<file path="src/dtte_map.vh">
// Purpose: constants of the trigger-driven transfer engine
// Assumes: one clock, no software-reachable registers
// Notes: channel setup arrives on plain ports
`ifndef DTTE_MAP_VH
`define DTTE_MAP_VH

`define DTTE_ST_IDLE 2'h0
`define DTTE_ST_READ 2'h1
`define DTTE_ST_WRITE 2'h2
`define DTTE_ST_DONE 2'h3

`define DTTE_ONE_CH 3'h1
`define DTTE_ZERO_SZ 16'h0000
`define DTTE_ONE_SZ 16'h0001
`define DTTE_ONE_ADDR 16'h0001

`endif

</file>
<file path="src/dtte_buf2.v">
// Purpose: two-entry valid/ready buffer for read data
// Assumes: single clock
// Notes: full throughput, stall on the drain side fills it
`timescale 1ns/100ps
module dtte_buf2 #(
  parameter W = 24
) (
  // clock and reset
  input wire clk,
  input wire rstn,
  // fill side
  input wire inValid,
  output wire inReady,
  input wire [W-1:0] inData,
  // drain side
  output wire outValid,
  input wire outReady,
  output wire [W-1:0] outData
);
  reg [W-1:0] mem0_reg;
  reg [W-1:0] mem1_reg;
  reg [1:0] cnt_reg;
  reg rdPtr_reg;
  reg wrPtr_reg;
  wire push;
  wire pop;

  assign inReady = (cnt_reg != 2'h2);
  assign outValid = (cnt_reg != 2'h0);
  assign outData = rdPtr_reg ? mem1_reg : mem0_reg;
  assign push = inValid && inReady;
  assign pop = outValid && outReady;

  always @(posedge clk or negedge rstn) begin
    if (!rstn) begin
      mem0_reg <= {W{1'b0}};
      mem1_reg <= {W{1'b0}};
      cnt_reg <= 2'h0;
      rdPtr_reg <= 1'b0;
      wrPtr_reg <= 1'b0;
    end else begin
      if (push) begin
        if (wrPtr_reg) begin
          mem1_reg <= inData;
        end else begin
          mem0_reg <= inData;
        end
        wrPtr_reg <= ~wrPtr_reg;
      end
      if (pop) begin
        rdPtr_reg <= ~rdPtr_reg;
      end
      if (push && !pop) begin
        cnt_reg <= cnt_reg + 2'h1;
      end else if (pop && !push) begin
        cnt_reg <= cnt_reg - 2'h1;
      end
    end
  end
endmodule

</file>
<file path="src/dtte_engine.v">
// Purpose: multi-channel trigger-driven byte transfer engine
// Assumes: triggers may come from foreign clocks; bus answers with wait
// Notes: one transfer per trigger edge, fixed priority by channel number
`timescale 1ns/100ps
`include "dtte_map.vh"
module dtte_engine #(
  parameter NCH = 3,
  parameter AW = 16,
  parameter SW = 16
) (
  // clock and reset
  input wire clk,
  input wire rstn,
  // raw trigger flags, one per channel, any clock
  input wire [NCH-1:0] trigIn,
  // channel setup
  input wire [NCH-1:0] chEnable,
  input wire [NCH-1:0] chLoad,
  input wire [NCH*AW-1:0] loadSrc,
  input wire [NCH*AW-1:0] loadDst,
  input wire [NCH*SW-1:0] loadSize,
  // debug halt request
  input wire haltReq,
  // memory bus
  output reg busReq,
  output reg busWrite,
  output reg [AW-1:0] busAddr,
  output reg [7:0] busWdata,
  input wire [7:0] busRdata,
  input wire busWait,
  // per-channel flag clear and completion pulses, halt status
  output reg [NCH-1:0] flagClr,
  output reg [NCH-1:0] chDone,
  output reg halted
);
  // ----------------------------------------------------------------
  // helpers
  // ----------------------------------------------------------------
  // one-hot of the lowest set bit: fixed priority
  function [NCH-1:0] lowestBit;
    input [NCH-1:0] v;
    integer k;
    reg found;
    begin
      lowestBit = {NCH{1'b0}};
      found = 1'b0;
      for (k = 0; k < NCH; k = k + 1) begin
        if (v[k] && !found) begin
          lowestBit[k] = 1'b1;
          found = 1'b1;
        end
      end
    end
  endfunction

  // index of a one-hot vector
  function [1:0] chIndex;
    input [NCH-1:0] oneHot;
    integer k;
    begin
      chIndex = 2'h0;
      for (k = 0; k < NCH; k = k + 1) begin
        if (oneHot[k]) begin
          chIndex = k[1:0];
        end
      end
    end
  endfunction

  // one channel's address out of a packed table
  function [AW-1:0] pickAddr;
    input [NCH*AW-1:0] tbl;
    input [1:0] idx;
    begin
      pickAddr = tbl[idx*AW +: AW];
    end
  endfunction

  // next byte address
  function [AW-1:0] bumpAddr;
    input [AW-1:0] a;
    begin
      bumpAddr = a + `DTTE_ONE_ADDR;
    end
  endfunction

  // ----------------------------------------------------------------
  // trigger synchronisers and edge capture
  // ----------------------------------------------------------------
  reg [NCH-1:0] syncA_reg;
  reg [NCH-1:0] syncB_reg;
  reg [NCH-1:0] syncC_reg;
  reg [NCH-1:0] pend_reg;
  wire [NCH-1:0] trigEdge;

  always @(posedge clk or negedge rstn) begin
    if (!rstn) begin
      syncA_reg <= {NCH{1'b0}};
      syncB_reg <= {NCH{1'b0}};
      syncC_reg <= {NCH{1'b0}};
    end else begin
      syncA_reg <= trigIn;
      syncB_reg <= syncA_reg;
      syncC_reg <= syncB_reg;
    end
  end

  assign trigEdge = syncB_reg & ~syncC_reg;

  // ----------------------------------------------------------------
  // channel state
  // ----------------------------------------------------------------
  reg [NCH*AW-1:0] src_reg;
  reg [NCH*AW-1:0] dst_reg;
  reg [NCH*SW-1:0] size_reg;
  reg [1:0] state_reg;
  reg [1:0] state_next;
  reg [1:0] cur_reg;
  reg [NCH-1:0] curHot_reg;
  wire [NCH-1:0] grant;
  wire [NCH-1:0] startHot;
  wire [SW-1:0] curSize;
  wire [AW-1:0] curSrc;
  wire [AW-1:0] curDst;

  // buffer between the read and write halves of a transfer
  wire bufInReady;
  wire bufOutValid;
  wire [AW+7:0] bufOutData;
  reg bufPush;
  reg bufPop;

  assign grant = lowestBit(pend_reg & chEnable);
  assign startHot = (state_reg == `DTTE_ST_IDLE && !haltReq) ?
    grant : {NCH{1'b0}};
  assign curSize = size_reg[cur_reg*SW +: SW];
  assign curSrc = pickAddr(src_reg, cur_reg);
  assign curDst = pickAddr(dst_reg, cur_reg);

  // ----------------------------------------------------------------
  // pending edges
  // ----------------------------------------------------------------
  // set wins over the serve clear, disable drops it
  always @(posedge clk or negedge rstn) begin
    if (!rstn) begin
      pend_reg <= {NCH{1'b0}};
    end else begin
      pend_reg <= ((pend_reg & ~startHot) | trigEdge) & chEnable
        & ~chLoad;
    end
  end

  // ----------------------------------------------------------------
  // transfer sequencer
  // ----------------------------------------------------------------
  always @* begin
    state_next = state_reg;
    bufPush = 1'b0;
    bufPop = 1'b0;
    case (state_reg)
      `DTTE_ST_IDLE: begin
        if (|startHot) begin
          state_next = `DTTE_ST_READ;
        end
      end
      `DTTE_ST_READ: begin
        // hold the access while the peripheral stretches it
        if (!busWait && bufInReady) begin
          bufPush = 1'b1;
          state_next = `DTTE_ST_WRITE;
        end
      end
      `DTTE_ST_WRITE: begin
        // a halt never cuts a write short
        if (bufOutValid && !busWait) begin
          bufPop = 1'b1;
          state_next = `DTTE_ST_DONE;
        end
      end
      `DTTE_ST_DONE: begin
        state_next = `DTTE_ST_IDLE;
      end
      default: begin
        state_next = `DTTE_ST_IDLE;
      end
    endcase
  end

  // ----------------------------------------------------------------
  // read/write buffer
  // ----------------------------------------------------------------
  dtte_buf2 #(
    .W(AW + 8)
  ) uBuf (
    .clk(clk),
    .rstn(rstn),
    .inValid(bufPush),
    .inReady(bufInReady),
    .inData({curDst, busRdata}),
    .outValid(bufOutValid),
    .outReady(bufPop),
    .outData(bufOutData)
  );

  // ----------------------------------------------------------------
  // channel table
  // ----------------------------------------------------------------
  integer i;
  always @(posedge clk or negedge rstn) begin
    if (!rstn) begin
      src_reg <= {NCH*AW{1'b0}};
      dst_reg <= {NCH*AW{1'b0}};
      size_reg <= {NCH*SW{1'b0}};
    end else begin
      for (i = 0; i < NCH; i = i + 1) begin
        if (chLoad[i]) begin
          src_reg[i*AW +: AW] <= loadSrc[i*AW +: AW];
          dst_reg[i*AW +: AW] <= loadDst[i*AW +: AW];
          size_reg[i*SW +: SW] <= loadSize[i*SW +: SW];
        end
      end
      // a reload of the channel in flight loses to the step: disable first
      if (bufPop) begin
        size_reg[cur_reg*SW +: SW] <= curSize - `DTTE_ONE_SZ;
        src_reg[cur_reg*AW +: AW] <= bumpAddr(curSrc);
        dst_reg[cur_reg*AW +: AW] <= bumpAddr(curDst);
      end
    end
  end

  // ----------------------------------------------------------------
  // clear, completion and halt status
  // ----------------------------------------------------------------
  always @(posedge clk or negedge rstn) begin
    if (!rstn) begin
      flagClr <= {NCH{1'b0}};
      chDone <= {NCH{1'b0}};
      halted <= 1'b0;
    end else begin
      // the peripheral's flag is cleared by a single pulse,
      // never by read-modify-write, so concurrent sets survive
      flagClr <= bufPush ? curHot_reg : {NCH{1'b0}};
      chDone <= (bufPop && curSize == `DTTE_ONE_SZ) ?
        curHot_reg : {NCH{1'b0}};
      // idle only, so an active write always completes first
      halted <= haltReq && (state_reg == `DTTE_ST_IDLE);
    end
  end

  // ----------------------------------------------------------------
  // bus outputs
  // ----------------------------------------------------------------
  always @(posedge clk or negedge rstn) begin
    if (!rstn) begin
      state_reg <= `DTTE_ST_IDLE;
      cur_reg <= 2'h0;
      curHot_reg <= {NCH{1'b0}};
      busReq <= 1'b0;
      busWrite <= 1'b0;
      busAddr <= {AW{1'b0}};
      busWdata <= 8'h00;
    end else begin
      state_reg <= state_next;
      case (state_reg)
        `DTTE_ST_IDLE: begin
          if (|startHot) begin
            cur_reg <= chIndex(startHot);
            curHot_reg <= startHot;
            busReq <= 1'b1;
            busWrite <= 1'b0;
            busAddr <= pickAddr(src_reg, chIndex(startHot));
          end else begin
            busReq <= 1'b0;
            busWrite <= 1'b0;
          end
        end
        `DTTE_ST_READ: begin
          if (bufPush) begin
            busWrite <= 1'b1;
            busAddr <= curDst;
            busWdata <= busRdata;
          end
        end
        `DTTE_ST_WRITE: begin
          if (bufPop) begin
            busReq <= 1'b0;
            busWrite <= 1'b0;
            busAddr <= bufOutData[AW+7:8];
            busWdata <= bufOutData[7:0];
          end
        end
        `DTTE_ST_DONE: begin
          busReq <= 1'b0;
          busWrite <= 1'b0;
        end
        default: begin
          busReq <= 1'b0;
        end
      endcase
    end
  end
endmodule

</file>
<file path="config.mk">
export PLATFORM = sky130hd
export DESIGN_NAME = dtte_engine
export DESIGN_NICKNAME = d
export VERILOG_FILES = /design/src/dtte_buf2.v /design/src/dtte_engine.v
export VERILOG_INCLUDE_DIRS = /design/src
export SDC_FILE = /design/constraint.sdc
export NUM_CORES = 1
export LEC_CHECK = 0
export ABC_AREA = 1
export BUFFER_PORTS_ARGS = -buffer_cell sky130_fd_sc_hd__clkbuf_2
export CAP_MARGIN = 20
export CORE_UTILIZATION = 30
export CTS_BUF_LIST = sky130_fd_sc_hd__clkbuf_4 sky130_fd_sc_hd__clkbuf_8
export DETAILED_ROUTE_END_ITERATION = 12
export PLACE_DENSITY = 0.45
export SETUP_SLACK_MARGIN = 0.4
export SKIP_LAST_GASP = 1
export SYNTH_ARGS = -nofsm -noshare
export SYNTH_HDL_FRONTEND = slang
export SYNTH_SLANG_ARGS = --single-unit
</file>
<file path="constraint.sdc">
create_clock -name clk -period 5.1 [get_ports clk]
set_clock_uncertainty 0.15 [all_clocks]
set_input_delay 1.02 -clock clk [delete_from_list [all_inputs] [get_ports clk]]
set_output_delay 1.02 -clock clk [all_outputs]
set_load 0.03 [all_outputs]
</file>
### Word level (Yosys, flattened, before mapping)

Cells that the tools add are included.

| cells by class | value |
|---|---|
| $add $sub $neg | 6 |
| equal/unequal tests | 10 |
| shifts and indexed selects | 8 |
| multiplexer cells | 49 |
| bitwise operators | 11 |
| reduce and logical (&&, ||, !) cells | 33 |

Operator list:

| kind | count |
|---|---|
| $mux 16 | 12 |
| $shiftx 48x7->16 | 4 |
| $bwmux 48 | 3 |
| $mux 48 | 3 |
| $shiftx 16x34->48 | 3 |
| $pmux 16 s3 | 1 |
| $shift 16x34->48 const A | 1 |
| $neg 6->34 | 1 |
| $add 16x1->16 const B | 2 |
| $mux 24 | 1 |
| $eq 16x1->1 const B | 1 |
| $mux 2 | 8 |
| $mux 8 | 2 |
| $pmux 8 s2 | 1 |
| $sub 16x1->16 const B | 1 |
| $and 3x3->3 | 5 |
| $mux 1 | 12 |
| $logic_and 1x1->1 | 11 |
| $ne 2x2->1 const B | 5 |
| $reduce_and 2->1 | 5 |
| $mux 3 | 3 |
| $not 3->3 | 3 |
| $pmux 2 s4 | 1 |
| $logic_not 1->1 | 6 |
| other kinds (15) | 22 |

| storage, ports and cells | value |
|---|---|
| bits in registers | 248 |
| input port bits | 165 |
| output and inout bits | 33 |

### Longest topological paths before layout

Gate-level depths: netlist of the first run.

| logic depth | value |
|---|---|
| word-level depth | 16 |
| depth in mapped cells | 16 |
| gate-level depth less buffers | 14 |

### Modules after synthesis

From an unflattened synthesis of the first run, not the netlist that was laid out.

| unflattened totals | value |
|---|---|
| cells, all modules | 2,104 |
| area total of the unflattened synthesis | 14,659.1 µm² |

Modules (own cells, without submodules):

| module | times used | cells an instance | area an instance (µm²) | seq. area each (µm²) |
|---|---|---|---|---|
| dtte_engine | 1 | 1,785 | 12,085.3 | 4,879.7 |
| dtte_buf2 | 1 | 319 | 2,573.7 | 1,301.2 |

### Worst setup path before layout of the first run

Ideal clock, no wire load.

| timing | value |
|---|---|
| path kind | input port to flip-flop |
| start point | in haltReq |
| end point | reg busAddr[0] |
| setup time | 0.123 ns |
| data arrival time | 2.169 ns |
| required time | 4.827 ns |
| slack | 2.658 ns |
| stages on the path | 11 |
| path buffers | 1 |
| path through | inv_1 > nand2_1 > a21oi_1 > nand2_1 > nand4_1 > nand2_1 > nor2_4 > inv_2 > buf_2 > nand2_1 > nand2_1 |

| between the ends | value |
|---|---|
| word-level cells in the longest chain between the ends | 10 |

RTL lines:

| item | line | RTL |
|---|---|---|
| from (decl) | dtte_engine.v:23 | `input wire haltReq,` |
| $logic_not 1->1 (*) | dtte_engine.v:134 | `` assign startHot = (state_reg == `DTTE_ST_IDLE && !haltReq) ? `` |
| $logic_and 1x1->1 (*) | dtte_engine.v:134 |  |
| $mux 3 (*) | dtte_engine.v:134 |  |
| $mux 1 | dtte_engine.v:63 | `if (oneHot[k]) begin` |
| $mux 2 | dtte_engine.v:63 |  |
| $mux 2 | dtte_engine.v:266 | `if (\|startHot) begin` |
| $mux 2 | dtte_engine.v:264 | `case (state_reg)` |
| $shiftx 48x7->16 | dtte_engine.v:75 | `pickAddr = tbl[idx*AW +: AW];` |
| $mux 16 | dtte_engine.v:266 |  |
| $pmux 16 s3 | dtte_engine.v:264 |  |
| to (signal assigned) | dtte_engine.v:260 | `busAddr <= {AW{1'b0}};` |
| to (signal assigned) | dtte_engine.v:271 | `busAddr <= pickAddr(src_reg, chIndex(startHot));` |
| to (signal assigned) | dtte_engine.v:280 | `busAddr <= curDst;` |
| to (decl) | dtte_engine.v:27 | `output reg [AW-1:0] busAddr,` |

Mark *: on every way between the ends. The rest lies on a longest branch, timed or not. The select of a mux whose other input is x is not followed.
A chain may end at the register's enable or synchronous reset.

### Worst setup path after layout of the first run

| timing | value |
|---|---|
| start point | reg cur_reg[1] |
| end point | reg chDone[1] |

| between the ends | value |
|---|---|
| word-level cells in the longest chain between the ends | 4 |

RTL lines:

| item | line | RTL |
|---|---|---|
| from (decl) | dtte_engine.v:118 | `reg [1:0] cur_reg;` |
| from (signal assigned) | dtte_engine.v:267 | `cur_reg <= chIndex(startHot);` |
| $shiftx 48x7->16 | dtte_engine.v:136 | `assign curSize = size_reg[cur_reg*SW +: SW];` |
| $eq 16x1->1 (no source line) | - |  |
| $logic_and 1x1->1 (no source line) | - |  |
| $mux 3 | dtte_engine.v:243 | `` chDone <= (bufPop && curSize == `DTTE_ONE_SZ) ? `` |
| to (signal assigned) | dtte_engine.v:237 | `chDone <= {NCH{1'b0}};` |
| to (signal assigned) | dtte_engine.v:243 |  |
| to (decl) | dtte_engine.v:33 | `output reg [NCH-1:0] chDone,` |

No other way between the ends.

==> impl_metrics.csv, run 1 <==
group,metric,value,unit
status,status,"finished, final reports clean",
clock_network,clock_tree_root,"sky130_fd_sc_hd__clkbuf_8",
timing,finalCriticalPeriod,3560,ps
global_routing,gr-total-overflow,0,
detailed_routing,final_antenna_net_count,0,
detailed_routing,pre_repair_dr_iteration_count,5,
clock_network,cts_max_level,2,
floorplanning,fp.coreArea,47000,sq um
timing,highest_clock_rate,281,MHz
logic_synthesis,yosys.area.top_type,"sky130_fd_sc_hd__dfrtp_1",
power,combinationalPowerShare,48.3,%
placement,port_buffers,197,
worst_setup_path,critical_path_arrival,3950,ps
placement,detailedPlacementHpwl,37600,um
logic_synthesis,netlist_top_cells_area,"sky130_fd_sc_hd__dfrtp_1 43%, sky130_fd_sc_hd__nand2_1 20%, sky130_fd_sc_hd__o21ai_0 6.4%, sky130_fd_sc_hd__inv_1 4.7%, sky130_fd_sc_hd__nand3_1 4.2%",
finish,final_util,36.0,%
power,power.net_switching,4.57,mW
clock_network,post-cts-setup-buffer-count,0,
finish,multi_input_area,6980,sq um
power,pwr-share-clk,23.3,%
power,p_int,4.95,mW
timing,fin_setup_tns,0,ps
floorplanning,rows,79,
logic_synthesis,synthMostInstantiatedCell,"sky130_fd_sc_hd__nand2_1",
logic_synthesis,synth.cell_area,14400,sq um
clock_network,worst_setup_hold_path_clk_slew,60,ps
timing,timing.slew.headroom,33.9,%
clock_network,tritoncts_num_sinks,247,
logic_synthesis,ys_types,47,
global_routing,grtUsageTotal,23.0,%
logic_synthesis,syn_avg_cell_area,7.06,sq um
detailed_routing,wirelength,56400,um
finish,drive_above_1_share,16.6,%
finish,finish.cell_count_without_fillers,2839,
finish,p_r_area_growth_vs_syn,17.5,%
floorplanning,fp.dieArea,48800,sq um
logic_synthesis,synth_cells,2037,
finish,final_nets,2378,
detailed_routing,drt_iter0_drc,998,
placement,post-place-ws,1570,ps
power,flop_pwr_share,28.3,%
logic_synthesis,ys.flop_type,"sky130_fd_sc_hd__dfrtp_1",
timing,report.final.hold_viol_count,0,
run,timing.max_cap.violations,0,
clock_network,clockBufferDepth,3,
floorplanning,die_height,221,um
logic_synthesis,postSynth.asyncResetShare,100,%
clock_network,tritoncts.num_buffers,49,
logic_synthesis,synth_nets,2218,
logic_synthesis,ys_top_cells_by_count,"751 x sky130_fd_sc_hd__nand2_1, 247 x sky130_fd_sc_hd__dfrtp_1, 185 x sky130_fd_sc_hd__o21ai_0",
worst_setup_path,crit_path_max_fanout,40,
global_routing,antenna_found_initial,0,
finish,num-fill-cells,5098,
power,finalPower,9.51,mW
timing,timing.final.crit_share,69.7,%
detailed_routing,avgViaCountPerCell,4.96,
power,power_density,562,nW/um^2
worst_setup_path,timing.critical_path.from_type,"flip-flop",
logic_synthesis,edff_count_synth,0,
global_routing,grt_first_pass_wirelength,85700,um
global_routing,grt_pass1_vias,14000,
global_routing,grt_max_degree,97,
clock_network,cts_tree,"done",
detailed_routing,vias,14100,
logic_synthesis,ys_seq_elements,247,
worst_setup_path,worst_ep_required_time,5490,ps
floorplanning,start_util,30.7,%
power,power.ir.vdd_worst,0.207,mV
floorplanning,io_pins,198,
placement,gpl.final_weighted_congestion,0.834,
finish,postLayoutCellArea,16900,sq um
logic_synthesis,synthDominantCellAreaShare,42.9,%
logic_synthesis,yosysSeqAreaShare,42.9,%
timing,fin_hold_ws,195,ps
power,sw_share,48.0,%
clock_network,clock_latency,650,ps
worst_setup_path,path_class,"reg -> reg",
detailed_routing,detail_route.drc_violations,0,
worst_setup_path,setup.worst_path.end_class,"flip-flop",
logic_synthesis,synthesis.yosys.warnings,0,
worst_hold_path,timing.hold.worst.class,"reg -> reg",
detailed_routing,routedWlPerCell,19.8,um
timing,grt_setup_unrepaired,"no",
finish,antenna_cells,0,
power,cellLeakagePower,8.70,nW
timing,timing.final.setup_violations,0,
clock_network,cts-hold-fix-buffers,0,
clock_network,post_cts_repair_resize_count,0,
timing,worstMarginPinSlew,991,ps
placement,placed_area,15900,sq um
finish,layout.area.seq,6180,sq um
timing,finalWorstSetupSlack,1540,ps
placement,cells_after_dpl,2753,
floorplanning,fp.dieW,221,um
timing,report.final.slew_viol_count,0,
==> layout make-up <==
cell class	instances	share of cell area [%]
clock inverter	5	0.355
inverter	193	4.33
timing repair buffer	221	7.18
multi-input combinational	1485	41.2
sequential	247	36.6
tap	607	4.49
clock buffer	81	5.85
==> critical path, stage by stage (launching register included) <==
cell and delay (ps):
sky130_fd_sc_hd__dfrtp_1 440, sky130_fd_sc_hd__inv_2 740, sky130_fd_sc_hd__buf_4 420, sky130_fd_sc_hd__a31oi_2 190
sky130_fd_sc_hd__inv_1 180, sky130_fd_sc_hd__ha_1 270, sky130_fd_sc_hd__nand2_1 130, sky130_fd_sc_hd__nor3_1 210
sky130_fd_sc_hd__nand4_1 460, sky130_fd_sc_hd__nor2_1 220
==> final timing paths <==
path	from	endpoint	slack (ps)	depth (start not counted)
min in group asynchronous	rstn	syncC_reg[1]	280	1
max reg2reg	cur_reg[1]	chDone[1]	1540	9
max	cur_reg[1]	chDone[1]	1540	9
min reg2reg	syncA_reg[2]	syncB_reg[2]	200	0
max in group asynchronous	rstn	size_reg[27]	3520	2
min	syncA_reg[2]	syncB_reg[2]	200	0
==> layout by cell type (no fill, tap or decap), types with 26 or more instances in the layout <==
cell type                  count
sky130_fd_sc_hd__nand2_1     751
sky130_fd_sc_hd__dfrtp_1     246
sky130_fd_sc_hd__clkbuf_2    195
sky130_fd_sc_hd__o21ai_0     185
sky130_fd_sc_hd__inv_1       181
sky130_fd_sc_hd__nor2_1      124
sky130_fd_sc_hd__nand3_1     122
sky130_fd_sc_hd__clkbuf_8     61
sky130_fd_sc_hd__a21oi_1      54
sky130_fd_sc_hd__o21ai_1      37
sky130_fd_sc_hd__nand4_1      37
sky130_fd_sc_hd__o22ai_1      26
==> logic make-up after synthesis <==
kind of cell | share of synthesized area [%]
compound gates | 14.0
xor+xnor | 1.24
fa+ha+maj | 1.39
buf+inv | 8.67
flops | 42.9
mux | 0.417
simple gates | 31.3
==> metal layers <==
metal  part of all wire [%]  track usage [%]  up-vias
met4                    3.0             8.73        0
li1                       -                -     6877
met5                      0                0        -
met1                     45             31.0     6671
met2                     46             37.1      440
met3                    5.7             3.41       95
==> power groups by stage <==
stage	clock (mW)	combinational, mW	sequential, mW
3_5_place_dp	0	4.61	2.72
3_3_place_gp	0	4.60	2.72
2_1_floorplan	0	2.96	2.84
5_1_grt	2.37	5.07	2.75
6_report	2.22	4.60	2.70
4_1_cts	2.28	4.62	2.69
Power figures use the tool's default switching activity.
==> run 2: changes to the inputs <==
==> constraint.sdc (replaced) <==
create_clock -name clk -period 3.37 [get_ports clk]
set_clock_uncertainty 0.15 [all_clocks]
set_input_delay 0.674 -clock clk [delete_from_list [all_inputs] [get_ports clk]]
set_output_delay 0.674 -clock clk [all_outputs]
set_load 0.03 [all_outputs]
==> run 2 against run 1 <==
Net effect:
- total power is 51% higher
- critical path type unchanged
- cell count grew 0.77%
- utilization increased by 0.38 points
- die area is the same
==> impl_metrics.csv, run 2 (synthesis gave the netlist of run 1 again) <==
group,metric,value,unit
finish,final_cell_mix,"751 x sky130_fd_sc_hd__nand2_1, 246 x sky130_fd_sc_hd__dfrtp_1, 195 x sky130_fd_sc_hd__clkbuf_2",
floorplanning,die_height,221,um
finish,final_nets,2405,
placement,gpl.final_weighted_congestion,0.880,
worst_setup_path,setup.worst_path.end_class,"flip-flop",
clock_network,cts_tree,"done",
floorplanning,rows,79,
finish,mostFrequentLayoutCell,"sky130_fd_sc_hd__nand2_1",
power,cellLeakagePower,8.81,nW
finish,postLayoutCellArea,17100,sq um
clock_network,clockBufferDepth,3,
detailed_routing,wirelength,56700,um
detailed_routing,detail_route.drc_violations,0,
timing,worstMarginPinSlew,760,ps
timing,timing.slew.headroom,49.3,%
timing,grt_setup_unrepaired,"no",
timing,fin_setup_tns,0,ps
placement,detailedPlacementHpwl,39500,um
detailed_routing,pre_repair_dr_iteration_count,6,
floorplanning,fp.dieW,221,um
clock_network,worst_setup_hold_path_clk_slew,60,ps
worst_setup_path,timing.critical_path.from_type,"flip-flop",
clock_network,clock_latency,640,ps
timing,finalCriticalPeriod,2680,ps
clock_network,cts_max_level,2,
worst_hold_path,timing.hold.worst.class,"in -> reg",
finish,antenna_cells,0,
worst_setup_path,r2r_cells,7,
detailed_routing,drt_iter0_drc,1192,
detailed_routing,avgViaCountPerCell,4.96,
finish,p_r_area_growth_vs_syn,18.8,%
worst_setup_path,critical_path_arrival,3010,ps
global_routing,grt_first_pass_wirelength,87400,um
power,power.ir.vdd_worst,0.428,mV
global_routing,antenna_found_initial,0,
detailed_routing,vias,14200,
power,power_density,838,nW/um^2
run,timing.max_cap.violations,0,
worst_setup_path,worst_ep_required_time,3700,ps
detailed_routing,routedWlPerCell,19.8,um
detailed_routing,final_antenna_net_count,0,
status,status,"finished, final reports clean",
global_routing,grt_pass1_vias,14300,
global_routing,grt_max_degree,80,
clock_network,tritoncts.num_buffers,49,
finish,drive_above_1_share,17.3,%
worst_setup_path,crit_path_max_fanout,52,
placement,placed_area,16000,sq um
worst_setup_path,path_class,"reg -> reg",
timing,timing.final.setup_violations,0,
global_routing,gr-total-overflow,0,
clock_network,tritoncts_num_sinks,247,
timing,report.final.hold_viol_count,0,
timing,report.final.slew_viol_count,0,
floorplanning,io_pins,198,
timing,highest_clock_rate,374,MHz
worst_hold_path,worst_hold_path.num_cells,3,
floorplanning,fp.coreArea,47000,sq um
placement,port_buffers,197,
floorplanning,start_util,30.7,%
clock_network,clock_tree_root,"sky130_fd_sc_hd__clkbuf_8",
global_routing,grtUsageTotal,23.4,%
floorplanning,fp.dieArea,48800,sq um
timing,timing.final.crit_share,79.4,%
## run 2: what timing repair did
action | 4_1_cts | 5_1_grt
gates resized for setup | 0 | 2
endpoints found under the hold margin | 73 | 0
hold buffers | 4 | 0
endpoints found under the setup margin | 0 | 16
setup buffers | 0 | 5
## run 2: worst paths after layout
path                                    from                to  slack, ps
worst max-delay path              cur_reg[0]       dst_reg[34]        690
worst min-delay path             busRdata[2]  uBuf.mem1_reg[2]        130
worst max register to register    cur_reg[0]       dst_reg[34]        690
worst min register to register  syncA_reg[1]      syncB_reg[1]        200
max in group asynchronous               rstn       busWdata[0]       1690
min in group asynchronous               rstn       src_reg[17]        460
## run 2: layout make-up
cell class	count	area, sq um
Fill cell	5054	29900
Multi-Input combinational cell	1485	6980
Sequential cell	247	6180
Timing Repair Buffer	248	1480
Clock buffer	76	927
Tap cell	607	759
Inverter	193	734
Clock inverter	5	35.0
## run 2: per-stage QoR
step | setup WS, ps | cells | util [%] | hold slack (ps) | power, mW
after CTS | 576 | 2856 | 36.3 | 69.8 | 14.4
final | 693 | 2861 | 36.4 | 125 | 14.3
after global placement | 694 | 2771 | 34.2 | 189 | 11.1
after floorplan | 1180 | 2037 | - | 181 | 8.76
after detailed placement | 602 | 2771 | 34.2 | 190 | 11.2
after global routing | 428 | 2861 | 36.4 | 106 | 15.4
## run 2: layer usage
layer	routed length (um)	vias up	global-route usage [%]
met4	1780	0	8.96
li1	-	6919	-
met2	26000	463	37.5
met3	3040	96	3.04
met5	0	-	0
met1	25900	6714	32.1
## run 2: where the power goes
part	leakage (nW)	switching [mW]	internal (mW)
Clock	0.514	1.41	1.73
Combinational	5.27	5.06	2.08
Sequential	3.02	0.373	3.69
## run 2: worst max-delay path, stage by stage, from the launching register on
cell,delay [ps]
sky130_fd_sc_hd__dfrtp_2,450
sky130_fd_sc_hd__inv_6,80
sky130_fd_sc_hd__buf_12,280
sky130_fd_sc_hd__ha_1,540
sky130_fd_sc_hd__inv_2,280
sky130_fd_sc_hd__buf_4,310
sky130_fd_sc_hd__nand3_1,250
sky130_fd_sc_hd__o32ai_1,140
